[src/logic/pll_params.svh]
// Offsets-free constant set for the divider and lock control block.
// Assumes inclusion by bare name from files that need the figures.
`ifndef PLL_PARAMS_SVH
`define PLL_PARAMS_SVH

// ****************************************************************
// Clock and reset timing
// ****************************************************************
`define CLK_PERIOD_PS   10000
`define RST_MIN_NS      20
`define RST_MIN_CYC     ((`RST_MIN_NS * 1000 + `CLK_PERIOD_PS - 1) / `CLK_PERIOD_PS)

// ****************************************************************
// Divider ranges
// ****************************************************************
`define PRE_MIN         7'h01
`define PRE_MAX         7'h28
`define OUT_MIN         7'h02
`define OUT_MAX         7'h50
`define STAGES          5

// ****************************************************************
// Lock detector and skew line depth
// ****************************************************************
`define QUAL_SHORT      9'h010
`define QUAL_LONG       9'h100
`define PHASE_WIN_CYC   4'h2
`define SKEW_DEPTH      16

`endif

[src/logic/pll_pkg.sv]
// Types shared by the divider and lock control block.
// Assumes the constants header is available on the include path.
`include "pll_params.svh"

package pll_pkg;

  // ****************************************************************
  // Modes and configuration carrier
  // ****************************************************************
  typedef enum logic {
    LOCK_PHASE,
    LOCK_FREQ
  } lock_mode_t;

  typedef logic [6:0] ratio_t;
  typedef logic [3:0] skew_t;

  typedef struct packed {
    ratio_t                     m_ratio;
    ratio_t                     n_ratio;
    ratio_t [`STAGES-1:0]       v_ratio;
    skew_t  [`STAGES-1:0]       v_skew;
    logic   [2:0]               fbk_stage;
    lock_mode_t                 lock_mode;
    logic                       lock_long;
    logic                       presc_bypass;
  } pll_cfg_t;

endpackage : pll_pkg

[src/logic/pll_divider_lock_control.sv]
// Divider chain, feedback choice, skew lines and lock detector.
// Assumes clock-like inputs are sampled levels synchronous to core_clk_i.
// Notes on behaviour
// - Lock output is low while locked, high otherwise.
// - Lock criterion selectable: phase match or frequency match.
// - Phase mode asserts lock at once on a match.
// - Frequency mode needs 16 or 256 matching comparator cycles first.
// - Loss of lock deasserts the output at once in both modes.
// - Input prescaler divides the chosen reference by 1 to 40.
// - Feedback prescaler divides the feedback clock by 1 to 40.
// - Five output stages, each an even ratio 2 to 80.
// - Any one output stage may close the feedback path.
// - Locked output rate is ref times N times Vfbk over M times Vk.
// - Option bypasses both prescalers for glitch-free clock switching.
// - Loop bypass feeds prescaler output straight into output stages.
// - Loop bypass halves each stage ratio, 1 to 40.
// - Loop bypass gives no lock detection and no skew.
// - Skew delays count oscillator periods.
// - Pair choice 0 selects first pair, 1 the second.
// - Logic reset of at least 20 ns clears only digital state.
`timescale 1ns/1ps

`include "pll_params.svh"

module pll_divider_lock_control
  import pll_pkg::*;
(
  input  wire logic               core_clk_i,
  input  wire logic               rst_i,
  input  wire pll_cfg_t           cfg_i,
  input  wire logic               ref_a_i,
  input  wire logic               ref_b_i,
  input  wire logic               fbk_a_i,
  input  wire logic               fbk_b_i,
  input  wire logic               reference_pair_choice_i,
  input  wire logic               feedback_pair_choice_i,
  input  wire logic               osc_i,
  input  wire logic               loop_bypass_i,
  output logic                    presc_ref_o,
  output logic                    presc_fbk_o,
  output logic [`STAGES-1:0]      clk_out_o,
  output logic                    fbk_stage_o,
  output logic                    lock_n_o
);

  // ****************************************************************
  // Source edge detection
  // ****************************************************************
  logic ref_lvl, fbk_lvl;
  logic ref_prev_q, fbk_prev_q, osc_prev_q;
  logic ref_edge, fbk_edge, osc_edge;

  assign ref_lvl  = reference_pair_choice_i ? ref_b_i : ref_a_i;
  assign fbk_lvl  = feedback_pair_choice_i ? fbk_b_i : fbk_a_i;
  assign ref_edge = ref_lvl & ~ref_prev_q;
  assign fbk_edge = fbk_lvl & ~fbk_prev_q;
  assign osc_edge = osc_i & ~osc_prev_q;

  always_ff @(posedge core_clk_i or posedge rst_i) begin
    if (rst_i) begin
      ref_prev_q <= 1'b0;
      fbk_prev_q <= 1'b0;
      osc_prev_q <= 1'b0;
    end else begin
      ref_prev_q <= ref_lvl;
      fbk_prev_q <= fbk_lvl;
      osc_prev_q <= osc_i;
    end
  end

  // ****************************************************************
  // Ratio clamping
  // ****************************************************************
  function automatic ratio_t clamp_pre(input ratio_t r);
    if (r < `PRE_MIN)      clamp_pre = `PRE_MIN;
    else if (r > `PRE_MAX) clamp_pre = `PRE_MAX;
    else                   clamp_pre = r;
  endfunction : clamp_pre

  function automatic ratio_t clamp_out(input ratio_t r, input logic byp);
    ratio_t e;
    e = {r[6:1], 1'b0};
    if (e < `OUT_MIN)      e = `OUT_MIN;
    else if (e > `OUT_MAX) e = `OUT_MAX;
    clamp_out = byp ? 7'(e >> 1) : e;
  endfunction : clamp_out

  // ****************************************************************
  // Prescalers
  // ****************************************************************
  ratio_t m_eff, n_eff;
  logic   m_pulse, n_pulse;

  // Bypass forces ratio one so the switch follows the source edge
  assign m_eff = cfg_i.presc_bypass ? `PRE_MIN : clamp_pre(cfg_i.m_ratio);
  assign n_eff = cfg_i.presc_bypass ? `PRE_MIN : clamp_pre(cfg_i.n_ratio);

  ratio_divider u_m_div (
    .core_clk_i (core_clk_i),
    .rst_i      (rst_i),
    .tick_i     (ref_edge),
    .ratio_i    (m_eff),
    .pulse_o    (m_pulse),
    .level_o    (presc_ref_o)
  );

  ratio_divider u_n_div (
    .core_clk_i (core_clk_i),
    .rst_i      (rst_i),
    .tick_i     (fbk_edge),
    .ratio_i    (n_eff),
    .pulse_o    (n_pulse),
    .level_o    (presc_fbk_o)
  );

  // ****************************************************************
  // Output stages with skew lines
  // ****************************************************************
  logic                  v_tick;
  logic [`STAGES-1:0]    v_level;
  ratio_t [`STAGES-1:0]  v_eff;
  logic [`STAGES-1:0]    out_d;

  assign v_tick = loop_bypass_i ? m_pulse : osc_edge;

  genvar k;
  generate
    for (k = 0; k < `STAGES; k++) begin : g_stage
      logic [`SKEW_DEPTH-1:0] sk_q, sk_d;

      assign v_eff[k] = clamp_out(cfg_i.v_ratio[k], loop_bypass_i);

      ratio_divider u_v_div (
        .core_clk_i (core_clk_i),
        .rst_i      (rst_i),
        .tick_i     (v_tick),
        .ratio_i    (v_eff[k]),
        .pulse_o    (),
        .level_o    (v_level[k])
      );

      // Delay taps advance per oscillator period, not per core cycle
      always_comb begin
        sk_d = sk_q;
        if (osc_edge)
          sk_d = {sk_q[`SKEW_DEPTH-2:0], v_level[k]};
        if (loop_bypass_i || cfg_i.v_skew[k] == 4'h0)
          out_d[k] = v_level[k];
        else
          out_d[k] = sk_q[4'(cfg_i.v_skew[k] - 4'h1)];
      end

      always_ff @(posedge core_clk_i or posedge rst_i) begin
        if (rst_i) sk_q <= '0;
        else       sk_q <= sk_d;
      end
    end
  endgenerate

  always_ff @(posedge core_clk_i or posedge rst_i) begin
    if (rst_i) begin
      clk_out_o   <= '0;
      fbk_stage_o <= 1'b0;
    end else begin
      clk_out_o   <= out_d;
      // Out-of-range choice falls back to the last stage
      fbk_stage_o <= (cfg_i.fbk_stage < 3'(`STAGES)) ?
                     v_level[cfg_i.fbk_stage] : v_level[`STAGES-1];
    end
  end

  // ****************************************************************
  // Lock detector
  // ****************************************************************
  logic [3:0] since_fbk_q, since_fbk_d;
  logic [1:0] fbk_cnt_q, fbk_cnt_d;
  logic [8:0] qual_q, qual_d;
  logic [8:0] qual_target;
  logic       locked_q, locked_d;
  logic       phase_ok, freq_ok, match;

  assign qual_target = cfg_i.lock_long ? `QUAL_LONG : `QUAL_SHORT;
  assign phase_ok    = n_pulse || (since_fbk_q <= `PHASE_WIN_CYC);
  assign freq_ok     = (fbk_cnt_q + {1'b0, n_pulse}) == 2'h1;
  assign match       = (cfg_i.lock_mode == LOCK_FREQ) ? freq_ok
                                                      : phase_ok;

  always_comb begin
    since_fbk_d = n_pulse ? 4'h0 :
                  (since_fbk_q == 4'hF ? 4'hF : 4'(since_fbk_q + 4'h1));
    fbk_cnt_d   = m_pulse ? 2'h0 :
                  (fbk_cnt_q == 2'h3 ? 2'h3 :
                   2'(fbk_cnt_q + {1'b0, n_pulse}));
    qual_d      = qual_q;
    locked_d    = locked_q;
    if (loop_bypass_i) begin
      qual_d   = 9'h000;
      locked_d = 1'b0;
    end else if (m_pulse) begin
      if (!match) begin
        qual_d   = 9'h000;
        locked_d = 1'b0;
      end else if (cfg_i.lock_mode == LOCK_PHASE) begin
        locked_d = 1'b1;
      end else if (!locked_q) begin
        qual_d   = 9'(qual_q + 9'h001);
        locked_d = (9'(qual_q + 9'h001) >= qual_target);
      end
    end
  end

  always_ff @(posedge core_clk_i or posedge rst_i) begin
    if (rst_i) begin
      since_fbk_q <= 4'hF;
      fbk_cnt_q   <= 2'h0;
      qual_q      <= 9'h000;
      locked_q    <= 1'b0;
    end else begin
      since_fbk_q <= since_fbk_d;
      fbk_cnt_q   <= fbk_cnt_d;
      qual_q      <= qual_d;
      locked_q    <= locked_d;
    end
  end

  assign lock_n_o = ~locked_q;

  // ****************************************************************
  // Checks
  // ****************************************************************
  bypass_no_lock_a : assert property (
    @(posedge core_clk_i) disable iff (rst_i)
    loop_bypass_i |=> lock_n_o && qual_q == 9'h000)
    else $error("lock shown during loop bypass");

  phase_fast_a : assert property (
    @(posedge core_clk_i) disable iff (rst_i)
    m_pulse && match && !loop_bypass_i && cfg_i.lock_mode == LOCK_PHASE
    |=> !lock_n_o)
    else $error("phase match did not lock at once");

  loss_fast_a : assert property (
    @(posedge core_clk_i) disable iff (rst_i)
    m_pulse && !match |=> lock_n_o)
    else $error("lock not dropped at once");

  freq_count_a : assert property (
    @(posedge core_clk_i) disable iff (rst_i)
    $fell(lock_n_o) && cfg_i.lock_mode == LOCK_FREQ && $stable(cfg_i)
    |-> qual_q == qual_target)
    else $error("frequency lock without full qualification");

  presc_bypass_a : assert property (
    @(posedge core_clk_i) disable iff (rst_i)
    cfg_i.presc_bypass && ref_edge && $stable(cfg_i) |=> m_pulse)
    else $error("bypassed prescaler did not follow edge");

  fbk_route_a : assert property (
    @(posedge core_clk_i) disable iff (rst_i)
    cfg_i.fbk_stage == 3'h0 ##1 cfg_i.fbk_stage == 3'h0
    |-> fbk_stage_o == $past(v_level[0]))
    else $error("feedback stage not routed");

  even_ratio_a : assert property (
    @(posedge core_clk_i) disable iff (rst_i)
    !loop_bypass_i |-> v_eff[1][0] == 1'b0 && v_eff[1] >= `OUT_MIN)
    else $error("output stage ratio not even");

  // Ratio four must halve to two; stage four runs at that setting
  bypass_half_a : assert property (
    @(posedge core_clk_i) disable iff (rst_i)
    loop_bypass_i && cfg_i.v_ratio[4] == 7'h04 |-> v_eff[4] == 7'h02)
    else $error("bypass ratio not halved");

endmodule : pll_divider_lock_control

[src/logic/ratio_divider.sv]
// Integer ratio divider driven by one-cycle source ticks.
// Assumes ratio_i is already within range and at least one.
`timescale 1ns/1ps

module ratio_divider
  import pll_pkg::*;
(
  input  wire logic   core_clk_i,
  input  wire logic   rst_i,
  input  wire logic   tick_i,
  input  wire ratio_t ratio_i,
  output logic        pulse_o,
  output logic        level_o
);

  ratio_t cnt_q;
  ratio_t cnt_d;
  logic   pulse_d;
  logic   level_d;
  ratio_t half;

  // ****************************************************************
  // Counting
  // ****************************************************************
  always_comb begin
    half    = 7'((ratio_i + 7'h01) >> 1);
    cnt_d   = cnt_q;
    pulse_d = 1'b0;
    level_d = level_o;
    if (tick_i) begin
      if (cnt_q >= 7'(ratio_i - 7'h01)) begin
        cnt_d   = 7'h00;
        pulse_d = 1'b1;
      end else begin
        cnt_d = 7'(cnt_q + 7'h01);
      end
      // Ratio one keeps the level high; pulses carry the rate
      level_d = (cnt_d < half);
    end
  end

  always_ff @(posedge core_clk_i or posedge rst_i) begin
    if (rst_i) begin
      cnt_q   <= 7'h00;
      pulse_o <= 1'b0;
      level_o <= 1'b0;
    end else begin
      cnt_q   <= cnt_d;
      pulse_o <= pulse_d;
      level_o <= level_d;
    end
  end

endmodule : ratio_divider

[config.mk]
export PLATFORM = sky130hd
export DESIGN_NAME = pll_divider_lock_control
export DESIGN_NICKNAME = d
export VERILOG_FILES = /design/src/logic/pll_pkg.sv /design/src/logic/pll_divider_lock_control.sv /design/src/logic/ratio_divider.sv
export VERILOG_INCLUDE_DIRS = /design/src /design/src/logic
export SDC_FILE = /design/constraint.sdc
export NUM_CORES = 1
export LEC_CHECK = 0
export BUFFER_PORTS_ARGS = -buffer_cell sky130_fd_sc_hd__buf_2
export CAP_MARGIN = 40
export CORE_MARGIN = 4
export CORE_UTILIZATION = 46
export CTS_BUF_LIST = sky130_fd_sc_hd__clkbuf_8
export CTS_CLUSTER_DIAMETER = 60
export CTS_CLUSTER_SIZE = 16
export DETAILED_ROUTE_END_ITERATION = 10
export PLACE_DENSITY = 0.73
export RECOVER_POWER = 50
export SETUP_SLACK_MARGIN = 0.2
export SKIP_CTS_REPAIR_TIMING = 1
export SLEW_MARGIN = 30
export SYNTH_ARGS = -nofsm -noshare
export SYNTH_HDL_FRONTEND = slang
export SYNTH_SLANG_ARGS = --single-unit
[constraint.sdc]
create_clock -name core_clk_i -period 5.3 [get_ports core_clk_i]
set_input_delay 1.06 -clock core_clk_i [delete_from_list [all_inputs] [get_ports core_clk_i]]
set_output_delay 1.06 -clock core_clk_i [all_outputs]
set_load 0.01 [all_outputs]
Word-level counts from Yosys, hierarchy flattened
Index checks and enable logic that the tools add are counted.
Cells by class
  reduce and logical (&&, ||, !) cells: 13
  mux-type cells: 76
  add/subtract/negate cells: 29
  bitwise operators: 7
  $lt $le $gt $ge: 37
  equality and inequality tests: 5
Operator list (number)
  $mux 7: 35
  $add 7x1->7 const B: 14
  $mux 9: 6
  $ge 7x7->1: 7
  $lt 7x6->1: 7
  $sub 7x1->7 const B: 7
  $gt 7x7->1 const B: 5
  $lt 7x2->1 const B: 5
  $lt 4x5->1 const B: 5
  $mux 1: 25
  $bmux 1 s4: 5
  $logic_not 4->1: 5
  $sub 4x1->4 const B: 5
  $gt 7x6->1 const B: 2
  $lt 7x1->1 const B: 2
  $add 9x1->9 const B: 1
  $ge 9x9->1: 1
  $mux 4: 2
  $logic_or 1x1->1: 6
  $ne 3x3->1 const B: 2
  $add 4x1->4 const B: 1
  $eq 4x4->1 const B: 1
  $le 4x2->1 const B: 1
  $lt 3x4->1 const B: 1
  other kinds (10): 16
Storage, ports and cells
  input port bits: 85
  output and inout bits: 9
  logic and storage cells: 197
  register bits: 163

Logic depth before layout (Yosys ltp)
  word-level depth: 9
  depth in mapped cells: 22
  mapped depth without buffers: 20

By module
A second synthesis with hierarchy kept.
Unflattened totals
  cell total of the unflattened synthesis: 1329
  area total of the unflattened synthesis: 12914.9 um^2
Modules (own cells, without submodules)
  pll_divider_lock_control: instances 1, cells each 551, sequential area each 2632.5 um^2, area an instance 6148.4 um^2
  ratio_divider (g_stage[0].u_v_div ...): instances 6, cells each 112, sequential area each 225.2 um^2, area an instance 967.2 um^2
  ratio_divider (g_stage[2].u_v_div): instances 1, cells each 106, sequential area each 225.2 um^2, area an instance 963.4 um^2

Least setup slack after synthesis
OpenSTA, ideal clock, no wires.
  path type: input-to-reg
  start: in loop_bypass_i
  end: reg g_stage[1].u_v_div.level_o
  arrival time: 5.082 ns
  buffers on the path: 3
  data required time: 5.235 ns
  path slack: 0.153 ns
  library setup time: 0.065 ns
  stages on the path: 20
  cells stage by stage: buf_2 > buf_2 > buf_2 > mux2i_1 > o32ai_1 > inv_1 > ha_1 > nand4b_1 > nor2_1 > mux2_2 > ha_1 > and3_1 > a311oi_1 > nand2_1 > a21oi_1 > ha_1 > a211oi_1 > and3_1 > o31a_1 > o221a_2
On the way
  word-level cells in the longest chain between the ends: 6
  elaborated cells on any way between the ends: 8
  classes of those cells: 2 x add/sub; 2 x order compare; 4 x mux
RTL lines
  start: declaration: line pll_divider_lock_control.sv:38  | input wire logic loop_bypass_i,
  $mux 7: line pll_divider_lock_control.sv:85  | clamp_out = byp ? 7'(e >> 1) : e;
  $sub 7x1->7: line ratio_divider.sv:31  | if (cnt_q >= 7'(ratio_i - 7'h01)) begin
  $ge 7x7->1: line ratio_divider.sv:31
  $mux 7: line ratio_divider.sv:31
  $mux 7: line ratio_divider.sv:30  | if (tick_i) begin
  $lt 7x6->1: line ratio_divider.sv:38  | level_d = (cnt_d < half);
  end signal: assignment: line ratio_divider.sv:50  | level_o <= level_d;
  end: declaration: line ratio_divider.sv:13  | output logic level_o
Parallel ways exist; a longest one is shown, timed or not. The select of a mux whose other input is x is not followed.
A chain may end at the register's enable or synchronous reset.

Final worst setup path
  start: in cfg_i[36] (netlist bit)
  end: reg g_stage[1].u_v_div.level_o
On the way
  word-level cells in the longest chain between the ends: 9
  elaborated cells on any way between the ends: 11
  classes of those cells: 2 x add/sub; 4 x order compare; 5 x mux
RTL lines
  start: declaration: line pll_divider_lock_control.sv:30  | input wire pll_cfg_t cfg_i,
  $gt 7x7->1 (no source line)
  $mux 7: line pll_divider_lock_control.sv:84  | else if (e > `OUT_MAX) e = `OUT_MAX;
  $mux 7 (*): line pll_divider_lock_control.sv:83  | if (e < `OUT_MIN) e = `OUT_MIN;
  $mux 7 (*): line pll_divider_lock_control.sv:85
  $sub 7x1->7: line ratio_divider.sv:31
  $ge 7x7->1: line ratio_divider.sv:31
  $mux 7: line ratio_divider.sv:31
  $mux 7: line ratio_divider.sv:30
  $lt 7x6->1 (*): line ratio_divider.sv:38
Mark *: on every way between the ends. The rest lies on a longest branch, timed or not. The select of a mux whose other input is x is not followed.

==> impl_metrics.toml <==
[clock_network]
clockRootBuffer = "clkbuf_8"
cts_num_sinks = 163
cts_tree = "done"
clkLatencyLatePin_ns = 0.46
clock_tree.htree_level_count = 4
clk_pin_slew_ns = 0.10
clockBufferDepth = 2
cts_buf_count = 17

[placed_design]
gp_congestion = 0.829
io_buffers = 88
dpl_cell_area_um2 = 13800
dp_hpwl_um = 19600

[finish]
flow.area_growth_from_synthesis_pct = 9.53
final_design_area_no_fill_um2 = 14200
final_nets = 1631
drive_above_1_share_pct = 19.1
antenna-diode-count = 0

[power]
power.density_nw_per_um2 = 408
power.leakage_uw = 0.00635
vdd.ir_drop.worst_uv = 247

[sta]
layout_min_cycle_time_ns = 4.65
relSlewSlack_pct = -56.0
timing.hold.ws_ns = 0.504
setup_viol_count_final = 0
fin_worst_skew_ns = 0.0152
final.setup.tns_ns = 0
timing_worst_slew_pin_value_ns = 2.34
grt_setup_unrepaired = "false"
final_max_slew_viol_count = 166
fmax_mhz = 215
timing.final.crit_share_pct = 87.8
timing.final.hold_violations = 0

[synth]
synth-edff-count = 0
postSynth.topFlopCell = "dfrtp_1"
synth_async_sr_flop_share_pct = 100
synth_cells = 1361
syn_area_um2 = 12900
postSynthAreaPerCell_um2 = 9.52
ys.warnings.count = 0
seq_area_frac_synth_pct = 31.5
ys_seq_elements = 163
synth_cell_type_count = 70

[setup_path]
startpoint_type_of_the_worst_setup_path = "primary input"
crit_top_cell = "ha_1"
worst_ep_arrival_time_ns = 5.05
critical_path.endpoint_type = "flop"
cpPeakStageDelay_ns = 0.41
critical_path.cell_chain = "buf_2 > or3_1 > o32ai_1 > inv_1 > ha_1 > nand4b_1 > nor2_1 > mux2_2 > ha_1 > and3_1 > a311oi_2 > nand2_1 > a21oi_1 > ha_1 > a211oi_1 > a31oi_1 > o21ai_0 > o221a_2"
critical_path_peak_fanout = 9
cpMaxStageDelayCell = "or3_1"
critical_path_class = "primary input to flop"
worst-endpoint-required_ns = 5.70
worstReg2RegStart = "g_stage[1].u_v_div.cnt_q[2]$_DFFE_PP0P_"
timing.reg2reg.worst_path_depth = 11
r2r-end = "g_stage[1].u_v_div.level_o$_DFFE_PP0P_"
reg2reg_slack_ns = 2.33

[outcome]
violations = "max-capacitance violations, max-slew violations"
outcome = "complete, but fails checks"

[worst_hold_path]
timing.hold.worst.class = "flop to flop"
hp-start = "g_stage[3].sk_q[10]$_DFFE_PP0P_"
capture_endpoint_of_the_worst_hold_path = "g_stage[3].sk_q[11]$_DFFE_PP0P_"
worstHoldPathCells = 1

[floorplanning]
ioPinCount = 94
placeable_core_region_um2 = 27800
starting_utilization_of_the_core_area_pct = 46.6
die_w_um = 176
die_h_um = 176
die_area_um2 = 30900
rows = 61

[detailed_routing]
drt_wl_total_um = 26700
vias_per_inst = 5.63
routedWlPerCell_um = 14.7
first_iter_violations = 544
drt_pass1_iterations = 5
post_drt_antenna_nets = 0
post-route-drc-count = 0
via_count = 10200

[run]
cap_viol_max_count = 2

[global_routing]
overflow = 0
antenna_violations_before_repair = 4
grt_max_degree = 164
vias_in_the_first_global_route = 10100
global_route_wire_length_before_repair_um = 46400
grt.total_usage_pct = 17.6
[metal layers]
layer	track usage [%]	vias to the layer above	part of all wire, %
li1	-	5126	-
met4	4.16	8	1.2
met5	0	-	0.16
met2	29.6	143	47
met3	2.71	32	3.5
met1	23.9	4915	48
[worst max-delay path by stage]
| stage | depth (start not counted) | end | startpoint |
|---|---|---|---|
| floorplan | 20 | g_stage[1].u_v_div.level_o$_DFFE_PP0P_ | loop_bypass_i |
| global placement | 19 | g_stage[1].u_v_div.level_o$_DFFE_PP0P_ | cfg_i[36] |
| detailed placement | 18 | g_stage[1].u_v_div.level_o$_DFFE_PP0P_ | cfg_i[36] |
| CTS | 18 | g_stage[1].u_v_div.level_o$_DFFE_PP0P_ | cfg_i[36] |
| global route | 4 | u_m_div.cnt_q[1]$_DFFE_PP0P_ | rst_i |
| finish | 18 | g_stage[1].u_v_div.level_o$_DFFE_PP0P_ | cfg_i[36] |
[sequential cells by signal (all words and copies together), names as in the netlist, 2 cells and up]
signal / flops
g_stage.u_v_div.cnt_q: 35
g_stage.u_v_div.level_o: 5
qual_q: 9
fbk_cnt_q: 2
clk_out_o: 5
u_m_div.cnt_q: 7
g_stage.sk_q: 80
since_fbk_q: 4
u_n_div.cnt_q: 7
[placed cells by master (no fill, tap or decap), types with 6 or more instances in the layout]
cell type / n
a211oi_1: 12
a21boi_0: 6
a21o_1: 18
a21oi_1: 52
a221o_1: 7
a22o_1: 17
a22oi_1: 10
a31oi_1: 12
and2_1: 12
and3_1: 19
buf_2: 85
buf_4: 13
clkbuf_8: 17
dfrtp_1: 159
ha_1: 122
inv_1: 62
mux2_2: 100
mux2i_1: 15
mux4_1: 20
mux4_2: 6
nand2_1: 102
nand2b_1: 16
nand3_1: 40
nand4_1: 15
nor2_1: 103
nor2b_1: 26
nor3_1: 31
nor3b_1: 9
o21a_1: 23
o21ai_0: 79
o31ai_1: 17
or2_2: 17
or3_1: 13
xnor2_1: 38
xor2_1: 38
[metrics by stage]
step / std cells / util, % / setup WS (ns) / total power [uW]
after floorplan: 1362 / - / 0.314 / 4150
after global placement: 1780 / 49.5 / 0.297 / 4710
after detailed placement: 1781 / 49.6 / 0.248 / 4850
after CTS: 1813 / 51.1 / 0.715 / 5840
after global routing: 1815 / 51.1 / 0.265 / 6350
final: 1815 / 51.1 / 0.649 / 5790
[power by group]
part / total [uW] / internal [uW] / switching (uW)
combinational: 2600 / 1320 / 1280
clock: 960 / 443 / 517
sequential: 2230 / 1750 / 478
[critical path: cells and delay by family]
| kind | cells | cell delay (ns) |
|---|---|---|
| AO/OA/AOI/OAI | 7 | 1.62 |
| adder cells (fa/ha/maj) | 3 | 0.78 |
| buffers and inverters | 2 | 0.24 |
| multiplexers | 1 | 0.27 |
| AND/OR/NAND/NOR | 5 | 1.07 |
[area by class of cell]
| class | count | area (um^2) |
|---|---|---|
| Clock inverter | 15 | 188 |
| Multi-Input combinational cell | 1073 | 8360 |
| Tap cell | 378 | 473 |
| Fill cell | 2564 | 13600 |
| Clock buffer | 17 | 234 |
| Inverter | 62 | 236 |
| Timing Repair Buffer | 107 | 611 |
| Sequential cell | 163 | 4080 |
[cells by family after synthesis]
logic type | share of synthesized area [%]
flip-flops | 31.5
other | 0.0290
AND/OR/NAND/NOR | 15.9
multiplexers | 15.5
buffers and inverters | 4.09
adder cells (fa/ha/maj) | 11.8
AO/OA/AOI/OAI | 16.0
XOR/XNOR | 5.14
[synthesized netlist by cell type (4+ instances only)]
| master | instances | area share (%) |
|---|---|---|
| or2_2 | 17 | 0.82 |
| o21ai_0 | 79 | 3.1 |
| inv_1 | 62 | 1.8 |
| nand2_1 | 102 | 3.0 |
| dfstp_2 | 4 | 0.81 |
| o2111ai_1 | 5 | 0.34 |
| and2_1 | 12 | 0.58 |
| nand4_1 | 15 | 0.72 |
| a31oi_1 | 12 | 0.58 |
| o32ai_1 | 5 | 0.34 |
| a211oi_1 | 12 | 0.70 |
| nor4_1 | 5 | 0.24 |
| nand3_1 | 40 | 1.5 |
| and4_1 | 4 | 0.27 |
| or3_1 | 13 | 0.63 |
| mux4_2 | 6 | 1.0 |
| a221o_1 | 7 | 0.54 |
| mux2i_1 | 15 | 1.2 |
| o311ai_0 | 5 | 0.34 |
| ha_1 | 122 | 12 |
| o21bai_1 | 4 | 0.23 |
| buf_2 | 15 | 0.58 |
| o31a_1 | 4 | 0.27 |
| o21a_1 | 23 | 1.3 |
| dfrtp_1 | 159 | 31 |
| a21o_1 | 18 | 1.0 |
| a2111oi_0 | 4 | 0.27 |
| nor2b_1 | 26 | 1.3 |
| a21boi_0 | 6 | 0.35 |
| nor2_1 | 103 | 3.0 |
| xnor2_1 | 38 | 2.6 |
| a22o_1 | 17 | 1.1 |
| a22oi_1 | 10 | 0.58 |
| mux2_2 | 100 | 8.7 |
| nor3b_1 | 9 | 0.52 |
| nand2b_1 | 17 | 0.82 |
| xor2_1 | 38 | 2.6 |
| mux2_4 | 5 | 0.58 |
| mux4_1 | 20 | 4.1 |
| buf_6 | 5 | 0.43 |
| clkbuf_1 | 43 | 1.2 |
| o31ai_1 | 17 | 0.99 |
| nor3_1 | 31 | 1.2 |
| a21oi_1 | 52 | 2.0 |
| and3_1 | 19 | 0.92 |
Note: power is estimated with default switching activity, not from simulation.
